===== config.mk =====
export PLATFORM = sky130hd
export DESIGN_NAME = fll_clock_generator
export DESIGN_NICKNAME = d
export VERILOG_FILES = /design/src/core/fll_pkg.sv /design/src/core/fll_clock_generator.sv
export VERILOG_INCLUDE_DIRS = /design/src /design/src/core
export SDC_FILE = /design/constraint.sdc
export NUM_CORES = 1
export LEC_CHECK = 0
export ABC_AREA = 1
export BUFFER_PORTS_ARGS = -buffer_cell sky130_fd_sc_hd__buf_4
export CAP_MARGIN = 20
export CORE_ASPECT_RATIO = 0.6
export CORE_UTILIZATION = 52
export DETAILED_ROUTE_END_ITERATION = 10
export GPL_TIMING_DRIVEN = 0
export MAX_ROUTING_LAYER = met4
export PLACE_DENSITY_LB_ADDON = 0.15
export SYNTH_ARGS = -nofsm -noshare
export SYNTH_HDL_FRONTEND = slang
export SYNTH_SLANG_ARGS = --single-unit

===== constraint.sdc =====
create_clock -name clock -period 3.55 [get_ports clock]
set_clock_uncertainty 0.15 [all_clocks]
set_input_delay 0.1775 -clock clock [delete_from_list [all_inputs] [get_ports clock]]
set_output_delay 0.1775 -clock clock [all_outputs]
set_load 0.1 [all_outputs]

===== src/core/fll_clock_generator_consts.svh =====
// Register indices, reset values and fixed codes of the clock generator
`ifndef FLL_CLOCK_GENERATOR_CONSTS_SVH
`define FLL_CLOCK_GENERATOR_CONSTS_SVH
// Register indices; the APB byte address is four times the index
`define IDX_INT_LOW   7'h50
`define IDX_INT_HIGH  7'h51
`define IDX_MULT      7'h52
`define IDX_CTL0      7'h53
`define IDX_CTL1      7'h54
`define IDX_INT_EN    7'h00
`define IDX_INT_FLAG  7'h02
`define IDX_OP_MODE   7'h55
// Reset values of the fields
`define RST_MULT_N    7'h1F
`define RST_MOD_CTL   1'h0
`define RST_LOOP_DIV  2'h1
`define RST_RANGE     4'h0
`define RST_LOAD_CAP  2'h0
`define RST_SECOND_OFF 1'h1
`define RST_INTEG     10'h000
// Bit positions inside written bytes
`define BIT_FAULT     1
`define BIT_HALT      0
`define BIT_SUBGEN    1
`define BIT_CRYSTAL_OSC_DISABLE    2
`define BIT_CPU_CLOCK_OFF    3
// Main clock source codes
`define MAIN_SECOND   2'h2
`define MAIN_PRIMARY  2'h3
// Tap codes
`define TAP_TOP       5'h1C
`define TAP_ALL_SET   5'h1F
`define TAP_LOWEST    5'h00
`endif


===== src/core/fll_pkg.sv =====
// Types shared by the clock generator and its bench
package fll_pkg;
   typedef struct packed {
      logic        psel;
      logic        penable;
      logic        pwrite;
      logic [11:0] paddr;
      logic [31:0] pwdata;
   } apb_req_t;
   typedef struct packed {
      logic auxCrystal;
      logic secondCrystal;
      logic ctrlOsc;
      logic primaryOk;
      logic secondOk;
   } pin_in_t;
   typedef struct packed {
      logic mainClock;
      logic subMainClock;
      logic auxClock;
      logic auxOutClock;
      logic ctrlOscClock;
   } clocks_t;
   typedef enum logic [2:0] {
      SRC_DCO     = 3'b001,
      SRC_SECOND  = 3'b010,
      SRC_PRIMARY = 3'b100
   } src_t;
endpackage


===== src/core/fll_clock_generator.sv =====
// Frequency-locked loop clock generator with APB register file
`timescale 1ns/100ps
`include "fll_clock_generator_consts.svh"
module fll_clock_generator #(
   parameter int AuxLostCycles = 8192
) (
   input  wire  logic             clock,
   input  wire  logic             reset_n,
   input  wire  fll_pkg::apb_req_t apbIn,
   output logic [31:0]            prdata,
   output logic                   pready,
   output logic                   pslverr,
   input  wire  fll_pkg::pin_in_t pinIn,
   input  wire  logic             interruptEntry,
   input  wire  logic             nmiGrant,
   output fll_pkg::clocks_t       clocksOut,
   output logic                   nmiRequest,
   output logic                   primaryOscEnable,
   output logic                   secondOscEnable,
   output logic                   crystalSpeed,
   output logic [1:0]             loadCap,
   output logic [4:0]             tapSelect,
   output logic [2:0]             oscRange
);
   import fll_pkg::*;

   logic [1:0] rstSync_q;
   logic       rstN;
   always_ff @(posedge clock or negedge reset_n) begin
      if (!reset_n) rstSync_q <= 2'h0;
      else rstSync_q <= {rstSync_q[0], 1'b1};
   end
   assign rstN = rstSync_q[1];

   // Pin synchronisers; only the second stage and later are read
   logic [4:0] pinRaw, sync1_q, lvl_q, prv_q;
   assign pinRaw = pinIn;
   genvar gi;
   generate
      for (gi = 0; gi < 5; gi++) begin : g_sync
         always_ff @(posedge clock or negedge rstN) begin
            if (!rstN) begin
               sync1_q[gi] <= 1'b0;
               lvl_q[gi]   <= 1'b0;
               prv_q[gi]   <= 1'b0;
            end else begin
               sync1_q[gi] <= pinRaw[gi];
               lvl_q[gi]   <= sync1_q[gi];
               prv_q[gi]   <= lvl_q[gi];
            end
         end
      end
   endgenerate
   wire auxLvl    = lvl_q[4];
   wire secondLvl = lvl_q[3];
   wire dcoLvl    = lvl_q[2];
   wire primOk    = lvl_q[1];
   wire secOk     = lvl_q[0];
   wire auxRise   = lvl_q[4] & ~prv_q[4];
   wire dcoRise   = lvl_q[2] & ~prv_q[2];

   function automatic logic [4:0] clampTap(input logic [5:0] t);
      clampTap = (t > {1'b0, `TAP_TOP}) ? `TAP_TOP : t[4:0];
   endfunction

   // APB slave: one wait state, answer in the second access cycle
   logic        pready_q, pslverr_q;
   logic [31:0] prdata_q;
   wire [6:0] idx = apbIn.paddr[8:2];
   wire addrOk = (apbIn.paddr[11:9] == 3'h0) && (apbIn.paddr[1:0] == 2'h0);
   wire access = apbIn.psel & apbIn.penable;
   wire setupAcc = access & ~pready_q;
   wire wrEn = access & pready_q & apbIn.pwrite & addrOk;
   wire [7:0] wd = apbIn.pwdata[7:0];
   wire wIntL = wrEn & (idx == `IDX_INT_LOW);
   wire wIntH = wrEn & (idx == `IDX_INT_HIGH);
   wire wMult = wrEn & (idx == `IDX_MULT);
   wire wCtl0 = wrEn & (idx == `IDX_CTL0);
   wire wCtl1 = wrEn & (idx == `IDX_CTL1);
   wire wIe   = wrEn & (idx == `IDX_INT_EN);
   wire wIfg  = wrEn & (idx == `IDX_INT_FLAG);
   wire wMode = wrEn & (idx == `IDX_OP_MODE);

   // Configuration fields
   logic [6:0] multN_q;
   logic       modCtl_q, prediv_q, speed_q, secondOff_q, subDis_q, subSrc_q;
   logic [1:0] loopDiv_q, loadCap_q, mainSrc_q, auxDiv_q;
   logic [3:0] range_q;
   logic       loopHalt_q, subGen_q, crystal_osc_disable_q, cpu_clock_off_q, intEn_q;
   always_ff @(posedge clock or negedge rstN) begin
      if (!rstN) begin
         multN_q     <= `RST_MULT_N;
         modCtl_q    <= `RST_MOD_CTL;
         loopDiv_q   <= `RST_LOOP_DIV;
         range_q     <= `RST_RANGE;
         prediv_q    <= 1'b0;
         speed_q     <= 1'b0;
         loadCap_q   <= `RST_LOAD_CAP;
         secondOff_q <= `RST_SECOND_OFF;
         subDis_q    <= 1'b0;
         mainSrc_q   <= 2'h0;
         subSrc_q    <= 1'b0;
         auxDiv_q    <= 2'h0;
      end else begin
         if (wMult) {modCtl_q, multN_q} <= wd;
         if (wIntL) {loopDiv_q, range_q} <= wd[7:2];
         if (wCtl0) {prediv_q, speed_q, loadCap_q} <= wd[7:4];
         if (wCtl1) {subDis_q, secondOff_q, mainSrc_q, subSrc_q, auxDiv_q} <= wd[6:0];
      end
   end

   // Interrupt entry wins over a software write to the same bits
   always_ff @(posedge clock or negedge rstN) begin
      if (!rstN) begin
         loopHalt_q <= 1'b0;
         subGen_q   <= 1'b0;
         crystal_osc_disable_q   <= 1'b0;
         cpu_clock_off_q   <= 1'b0;
         intEn_q    <= 1'b0;
      end else begin
         if (wMode) loopHalt_q <= wd[`BIT_HALT];
         subGen_q <= ~interruptEntry & (wMode ? wd[`BIT_SUBGEN] : subGen_q);
         crystal_osc_disable_q <= ~interruptEntry & (wMode ? wd[`BIT_CRYSTAL_OSC_DISABLE] : crystal_osc_disable_q);
         cpu_clock_off_q <= ~interruptEntry & (wMode ? wd[`BIT_CPU_CLOCK_OFF] : cpu_clock_off_q);
         intEn_q  <= ~nmiGrant & (wIe ? wd[`BIT_FAULT] : intEn_q);
      end
   end

   // Oscillator enables
   wire primaryEn = ~(crystal_osc_disable_q & ((mainSrc_q != `MAIN_PRIMARY) | cpu_clock_off_q));
   wire secondEn = ~(secondOff_q & ((mainSrc_q != `MAIN_SECOND) | cpu_clock_off_q)
                     & (~subSrc_q | subDis_q));

   // Loop feedback: count fDCO/D edges per aux period
   logic [2:0] divCnt_q;
   logic [8:0] fbCnt_q;
   logic [9:0] integ_q, integ_d;
   logic [15:0] lostCnt_q;
   wire [2:0] divMask = ~(3'h7 << loopDiv_q);
   wire divMatch = (divCnt_q & divMask) == divMask;
   wire [8:0] target = {2'h0, multN_q} + 9'h001;
   wire lostTick = (lostCnt_q == 16'(AuxLostCycles - 1));
   always_ff @(posedge clock or negedge rstN) begin
      if (!rstN) begin
         divCnt_q  <= 3'h0;
         fbCnt_q   <= 9'h000;
         lostCnt_q <= 16'h0000;
      end else begin
         if (dcoRise) divCnt_q <= divCnt_q + 3'h1;
         if (auxRise) fbCnt_q <= 9'h000;
         else if (dcoRise & divMatch & (fbCnt_q != 9'h1FF)) fbCnt_q <= fbCnt_q + 9'h001;
         if (auxRise | lostTick) lostCnt_q <= 16'h0000;
         else lostCnt_q <= lostCnt_q + 16'h0001;
      end
   end

   // Integrator: software write wins over the hardware step
   wire stepUp = auxRise & (fbCnt_q < target) & (integ_q != 10'h3FF);
   wire stepDn = ((auxRise & (fbCnt_q > target)) | lostTick) & (integ_q != 10'h000);
   always_comb begin
      integ_d = integ_q;
      if (wIntL | wIntH) begin
         if (wIntL) integ_d[1:0] = wd[1:0];
         if (wIntH) integ_d[9:2] = wd;
      end else if (!loopHalt_q) begin
         if (stepUp) integ_d = integ_q + 10'h001;
         else if (stepDn) integ_d = integ_q - 10'h001;
      end
   end
   always_ff @(posedge clock or negedge rstN) begin
      if (!rstN) integ_q <= `RST_INTEG;
      else integ_q <= integ_d;
   end
   wire [4:0] tapCode = integ_q[9:5];
   wire [4:0] modCode = integ_q[4:0];

   // Modulator: carry of a 5-bit accumulator picks the upper tap
   logic [4:0] modAcc_q, tapSel_q;
   wire [5:0] accSum = {1'b0, modAcc_q} + {1'b0, modCode};
   wire upper = modCtl_q ? accSum[5] : modCode[4];
   wire [4:0] tapNext = clampTap({1'b0, tapCode} + {5'h00, upper});
   always_ff @(posedge clock or negedge rstN) begin
      if (!rstN) begin
         modAcc_q <= 5'h00;
         tapSel_q <= `TAP_LOWEST;
      end else if (dcoRise) begin
         modAcc_q <= modCtl_q ? accSum[4:0] : 5'h00;
         tapSel_q <= tapNext;
      end
   end

   // Faults
   logic lfFault_q, hfFault_q, secFault_q, dcoFault_q, faultFlag_q;
   wire anyFault = lfFault_q | hfFault_q | secFault_q | dcoFault_q;
   always_ff @(posedge clock or negedge rstN) begin
      if (!rstN) begin
         lfFault_q   <= 1'b1;
         hfFault_q   <= 1'b0;
         secFault_q  <= 1'b0;
         dcoFault_q  <= 1'b1;
         faultFlag_q <= 1'b1;
      end else begin
         lfFault_q   <= primaryEn & ~speed_q & ~primOk;
         hfFault_q   <= primaryEn & speed_q & ~primOk;
         secFault_q  <= secondEn & ~secOk;
         dcoFault_q  <= (tapCode == `TAP_LOWEST) | (tapCode == `TAP_ALL_SET);
         faultFlag_q <= anyFault | (wIfg ? wd[`BIT_FAULT] : faultFlag_q);
      end
   end

   // Clock division
   logic [2:0] auxCnt_q;
   always_ff @(posedge clock or negedge rstN) begin
      if (!rstN) auxCnt_q <= 3'h0;
      else if (auxRise) auxCnt_q <= auxCnt_q + 3'h1;
   end
   wire ctrlDiv = (loopDiv_q == 2'h0) ? dcoLvl : divCnt_q[loopDiv_q - 2'h1];
   wire ctrlClk = prediv_q ? dcoLvl : ctrlDiv;
   wire auxOut = (auxDiv_q == 2'h0) ? auxLvl : auxCnt_q[auxDiv_q - 2'h1];

   // Glitch-free selection: switch only while old and new levels are both low
   function automatic logic srcLevel(input src_t s, input logic d, input logic x2, input logic x1);
      srcLevel = (s == SRC_DCO) ? d : ((s == SRC_SECOND) ? x2 : x1);
   endfunction
   src_t mainCur_q, subCur_q;
   wire src_t mainWant = faultFlag_q ? SRC_DCO :
                         (mainSrc_q == `MAIN_SECOND) ? SRC_SECOND :
                         (mainSrc_q == `MAIN_PRIMARY) ? SRC_PRIMARY : SRC_DCO;
   wire src_t subWant = subSrc_q ? SRC_SECOND : SRC_DCO;
   wire mainLvl = srcLevel(mainCur_q, ctrlClk, secondLvl, auxLvl);
   wire subLvl  = srcLevel(subCur_q, ctrlClk, secondLvl, auxLvl);
   wire mainSwap = ~mainLvl & ~srcLevel(mainWant, ctrlClk, secondLvl, auxLvl);
   wire subSwap  = ~subLvl & ~srcLevel(subWant, ctrlClk, secondLvl, auxLvl);
   always_ff @(posedge clock or negedge rstN) begin
      if (!rstN) begin
         mainCur_q <= SRC_DCO;
         subCur_q  <= SRC_DCO;
      end else begin
         if (mainSwap) mainCur_q <= mainWant;
         if (subSwap) subCur_q <= subWant;
      end
   end

   // Registered outputs
   clocks_t clocks_q;
   logic nmi_q, primEn_q, secEn_q;
   logic [2:0] range3_q;
   wire [2:0] rangeDec = range_q[3] ? 3'h4 : range_q[2] ? 3'h3 :
                         range_q[1] ? 3'h2 : range_q[0] ? 3'h1 : 3'h0;
   always_ff @(posedge clock or negedge rstN) begin
      if (!rstN) begin
         clocks_q <= '0;
         nmi_q    <= 1'b0;
         primEn_q <= 1'b1;
         secEn_q  <= 1'b0;
         range3_q <= 3'h0;
      end else begin
         clocks_q.mainClock    <= mainLvl & ~cpu_clock_off_q;
         clocks_q.subMainClock <= subLvl & ~subDis_q & ~subGen_q;
         clocks_q.auxClock     <= auxLvl;
         clocks_q.auxOutClock  <= auxOut;
         clocks_q.ctrlOscClock <= ctrlClk;
         nmi_q    <= faultFlag_q & intEn_q;
         primEn_q <= primaryEn;
         secEn_q  <= secondEn;
         range3_q <= rangeDec;
      end
   end

   // Read path
   wire [7:0] rdByte =
      (idx == `IDX_MULT)     ? {modCtl_q, multN_q} :
      (idx == `IDX_INT_LOW)  ? {loopDiv_q, range_q, integ_q[1:0]} :
      (idx == `IDX_INT_HIGH) ? integ_q[9:2] :
      (idx == `IDX_CTL0)     ? {prediv_q, speed_q, loadCap_q, secFault_q, hfFault_q, lfFault_q, dcoFault_q} :
      (idx == `IDX_CTL1)     ? {1'b0, subDis_q, secondOff_q, mainSrc_q, subSrc_q, auxDiv_q} :
      (idx == `IDX_INT_EN)   ? {6'h00, intEn_q, 1'b0} :
      (idx == `IDX_INT_FLAG) ? {6'h00, faultFlag_q, 1'b0} :
      (idx == `IDX_OP_MODE)  ? {4'h0, cpu_clock_off_q, crystal_osc_disable_q, subGen_q, loopHalt_q} : 8'h00;
   wire mapped = addrOk & ((idx == `IDX_MULT) | (idx == `IDX_INT_LOW) | (idx == `IDX_INT_HIGH)
                 | (idx == `IDX_CTL0) | (idx == `IDX_CTL1) | (idx == `IDX_INT_EN)
                 | (idx == `IDX_INT_FLAG) | (idx == `IDX_OP_MODE));
   always_ff @(posedge clock or negedge rstN) begin
      if (!rstN) begin
         pready_q  <= 1'b0;
         pslverr_q <= 1'b0;
         prdata_q  <= 32'h00000000;
      end else begin
         pready_q  <= setupAcc;
         pslverr_q <= setupAcc & ~mapped;
         prdata_q  <= (setupAcc & ~apbIn.pwrite & mapped) ? {24'h000000, rdByte} : 32'h00000000;
      end
   end

   assign prdata           = prdata_q;
   assign pready           = pready_q;
   assign pslverr          = pslverr_q;
   assign clocksOut        = clocks_q;
   assign nmiRequest       = nmi_q;
   assign primaryOscEnable = primEn_q;
   assign secondOscEnable  = secEn_q;
   assign crystalSpeed     = speed_q;
   assign loadCap          = loadCap_q;
   assign tapSelect        = tapSel_q;
   assign oscRange         = range3_q;

   property p_faultLatch;
      @(posedge clock) disable iff (!rstN) anyFault |=> faultFlag_q;
   endproperty
   a_faultLatch: assert property (p_faultLatch) else $error("fault flag not latched");
   property p_faultHoldsDco;
      @(posedge clock) disable iff (!rstN)
         (faultFlag_q && mainCur_q == SRC_DCO) |=> (mainCur_q == SRC_DCO);
   endproperty
   a_faultHoldsDco: assert property (p_faultHoldsDco) else $error("main left loop during fault");
   property p_tapClamp;
      @(posedge clock) disable iff (!rstN) tapSel_q <= `TAP_TOP;
   endproperty
   a_tapClamp: assert property (p_tapClamp) else $error("tap above top code");
   property p_haltFreeze;
      @(posedge clock) disable iff (!rstN) (loopHalt_q && !wIntL && !wIntH) |=> $stable(integ_q);
   endproperty
   a_haltFreeze: assert property (p_haltFreeze) else $error("integrator moved while halted");
   property p_stepOne;
      @(posedge clock) disable iff (!rstN) (!wIntL && !wIntH && !auxRise && !lostTick) |=> $stable(integ_q);
   endproperty
   a_stepOne: assert property (p_stepOne) else $error("integrator moved without aux tick");
   property p_intEntry;
      @(posedge clock) disable iff (!rstN)
         interruptEntry |=> (!cpu_clock_off_q && !crystal_osc_disable_q && !subGen_q && loopHalt_q == $past(loopHalt_q) | $past(wMode));
   endproperty
   a_intEntry: assert property (p_intEntry) else $error("interrupt entry mode bits wrong");
   property p_primaryKeep;
      @(posedge clock) disable iff (!rstN) (mainSrc_q == `MAIN_PRIMARY && !cpu_clock_off_q) |=> primEn_q;
   endproperty
   a_primaryKeep: assert property (p_primaryKeep) else $error("primary stopped while feeding main");
   property p_secondKeep;
      @(posedge clock) disable iff (!rstN)
         (subSrc_q && !subDis_q && !wCtl1) |=> ##1 secEn_q;
   endproperty
   a_secondKeep: assert property (p_secondKeep) else $error("second stopped while feeding sub clock");
   property p_grantClears;
      @(posedge clock) disable iff (!rstN) nmiGrant |=> !intEn_q ##1 !nmi_q;
   endproperty
   a_grantClears: assert property (p_grantClears) else $error("enable not cleared on grant");
   property p_dcoFault;
      @(posedge clock) disable iff (!rstN) (tapCode == `TAP_LOWEST) |=> dcoFault_q ##1 faultFlag_q;
   endproperty
   a_dcoFault: assert property (p_dcoFault) else $error("lowest tap without loop fault");
endmodule // fll_clock_generator


==> reports/metrics.yaml <==
place:
  numPortBuffers: 60
  place.gp.congestion: 0.984
  hpwlAfterDp_mm: 12.8
  dp_cells: 1087
synth:
  yosysWarnings: 0
  synth_edf_count: 0
  ys_ff_latch: 125
  synth_top_area_share_pct: 40.2
  netlist_top_cells_area: "dfrtp_1 40%, nand2_1 9.6%, ha_1 5.7%, inv_1 5.0%, dfstp_2 4.9%"
  synth_top_flop_cell: "dfrtp_1"
  ys_async_sr_fraction_pct: 100
  yosysTopAreaCell: "dfrtp_1"
  netlist_area_um2: 6980
  seq_area_frac_synth_pct: 45.1
  syn-instance-count: 832
  postSynthAreaPerCell_um2: 8.39
  synth_common_cells: "179 x nand2_1, 112 x dfrtp_1, 93 x inv_1, 68 x nor2_1, 67 x o21ai_0"
  synth.most_common_cell: "nand2_1"
  synth.distinct_cells: 56
finish:
  diodes: 0
  final_cells: 1164
  drive_gt1_share_pct: 26.9
  layout.nets: 1071
  num-fill-cells: 1019
  area_delta_synth_final_pct: 31.0
  final_util_pct: 70.5
critical_path:
  path_class: "reg -> reg"
  critPathLaunchType: "flip-flop"
  worstSetupEndpointType: "flip-flop"
  crit_fanout: 6
  critPathRequiredTime_ns: 3.75
  critPathArrivalTime_ns: 3.97
grt:
  grt_max_degree: 67
  grt_pass1_vias: 5768
  grt_usage_pct: 29.5
  antenna_found_initial: 0
  overflow: 0
  grt_pass1_wl_mm: 29.8
sta:
  setup_slack_ns: -0.224
  relSlewSlack_pct: 52.4
  rsz0062_at_grt: "yes"
  hold_viol: 0
  fin_crit_ns: 3.77
  fmax_mhz: 265
  tightest_slew_ns: 0.707
  min_period_over_period_pct: 106
  slew_violations: 0
  hold_ws_ns: 0.0155
  finalSetupTns_ns: -1.10
  finalSetupViolCount: 6
floorplan:
  std_cell_rows: 32
  die_w_um: 152
  placeableCoreArea_um2: 13000
  boundaryPins: 109
  start_util_pct: 53.8
  die_y_um: 91.7
  dieArea_um2: 13900
drt:
  drt-pass1-iter-count: 6
  vias: 6164
  first_iter_violations: 510
  finalWirelength_mm: 19.1
  ant_nets: 0
  drcViolationCount: 0
  wl_per_cell_um: 16.4
  viasPerCell: 5.30
clock_tree:
  cts_root_buf: "clkbuf_16"
  htree_levels: 4
  cts_tree: "yes"
  cts_num_sinks: 125
  numCtsBuffers: 17
  clockBufferDepth: 2
  clk-insertion-delay-late_ns: 0.41
  clk_pin_slew_ns: 0.06
power:
  leakage_nw: 4.41
  powerDensity_nw_per_um2: 478
  peakVddDrop_mv: 0.263
  total_power_mw: 4.37
worst_hold_path:
  hp-class: "in -> reg"
outcome:
  violations: "setup timing"
  status: "complete, but fails checks"
run:
  max_cap_viol_count: 0
[timing repair]
| action | 4_1_cts | 5_1_grt |
|---|---|---|
| resized for setup | 40 | 29 |
| pin swaps | 30 | 19 |
| hold endpoints to repair | 30 | 0 |
| setup buffers | 19 | 7 |
| setup endpoints to repair | 7 | 11 |
| hold buffers | 18 | 0 |
| cloned | 1 | 0 |
[layer usage]
metal	track usage [%]	vias to the layer above	wire length (µm)
li1	-	3001	-
met1	42.4	2878	9200
met2	40.0	250	8090
met3	7.76	35	1490
met4	9.82	0	336
met5	-	-	0
[registers in the layout, summed over array words and instances, names as in the netlist, 3 cells and up]
name,flops
lostCnt_q,16
integ_q,10
fbCnt_q,9
prdata,8
multN_q,7
clocksOut,5
modAcc_q,5
sync1_q,5
tapSelect,5
range_q,4
auxCnt_q,3
divCnt_q,3
mainCur_q,3
oscRange,3
[area by class of cell]
class / count / area, µm² / area share, %
multi-input cells: 590 / 3600 / 39.4
repair buffers: 106 / 908 / 9.94
plain buffers: 33 / 241 / 2.64
clock buffers: 18 / 429 / 4.69
flip-flops and latches: 125 / 3150 / 34.4
clock inverters: 14 / 194 / 2.12
well taps: 170 / 213 / 2.33
inverters: 108 / 410 / 4.49
[cell usage in the layout, fill, tap and decap left out, types with 5 or more instances in the layout]
cell / instances
ha_4: 10
nor2_1: 65
o21ai_0: 59
clkbuf_16: 17
nor2_2: 9
o21ai_2: 7
dfstp_2: 13
dfrtp_1: 111
a31oi_1: 6
inv_1: 90
clkinvlp_4: 5
nand2_2: 13
dlygate4sd3_1: 18
nand3_2: 12
clkbuf_1: 6
a211oi_1: 7
nand2_4: 7
nor3_1: 23
buf_4: 106
ha_1: 22
xor2_1: 15
nand3_1: 30
o21ai_1: 9
a21oi_1: 26
nand2_1: 171
inv_2: 16
nor2_4: 7
nand3b_1: 6
conb_1: 25
[path summary, 6_finish.rpt]
check | from | to | slack (ns) | cells after the start
worst max register to register | multN_q[1]$_DFFE_PN1P_ | integ_q[9]$_DFFE_PN0P_ | -0.22 | 21
worst max-delay path | multN_q[1]$_DFFE_PN1P_ | integ_q[9]$_DFFE_PN0P_ | -0.22 | 21
min in group asynchronous | rstSync_q[1]$_DFF_PN0_ | tapSelect[4]$_DFFE_PN0P_ | 0.04 | 0
worst min-delay path | apbIn[5] | range_q[3]$_DFFE_PN0P_ | 0.02 | 3
worst min register to register | rstSync_q[1]$_DFF_PN0_ | tapSelect[4]$_DFFE_PN0P_ | 0.04 | 0
max in group asynchronous | rstSync_q[1]$_DFF_PN0_ | subCur_q[0]$_DFFE_PN1P_ | 2.28 | 2
[where the power goes]
part           total, mW  switching, mW  internal, mW  leakage, nW
Sequential          1.59         0.0715          1.52         1.57
Clock               1.85          0.675          1.18        0.289
Combinational      0.924          0.629         0.295         2.55
[through the flow]
step	setup slack [ns]	cell area, µm²
2_1_floorplan	0.0516	7070
3_3_place_gp	-0.494	7730
3_5_place_dp	-0.551	7790
4_1_cts	-0.0691	8980
5_1_grt	-0.362	9140
6_report	-0.224	9140
[worst max-delay path, stage by stage (launching register included)]
cell and delay, ns:
dfstp_2 0.57, ha_4 0.15, nand3_2 0.09, nand3b_1 0.19, xor2_1 0.16, ha_1 0.31
nand2_1 0.07, nand2_1 0.07, a21oi_2 0.17, nand2_1 0.11, nor2_4 0.17, nand2_4 0.14
buf_6 0.17, ha_4 0.26, a21oi_4 0.17, a21boi_2 0.20, nand3_2 0.14, inv_1 0.10
nand3_1 0.10, nand3_2 0.08, nand3_2 0.06, nand2_1 0.06
[kinds of logic (layout without fill, tap and decap cells)]
kind of cell               Yosys count  count (layout)  synth area share [%]
and+or+nand+nor                    363             364                  24.3
AOI/OAI and AO/OA                  148             148                  12.5
buffers and inverters              141             279                  9.34
DFF                                125             125                  45.1
adders and majority gates           34              34                  6.31
xor gates and xnor gates            19              19                  2.38
other                                2              25                 0.108
Note: power is estimated with default switching activity, not from simulation.
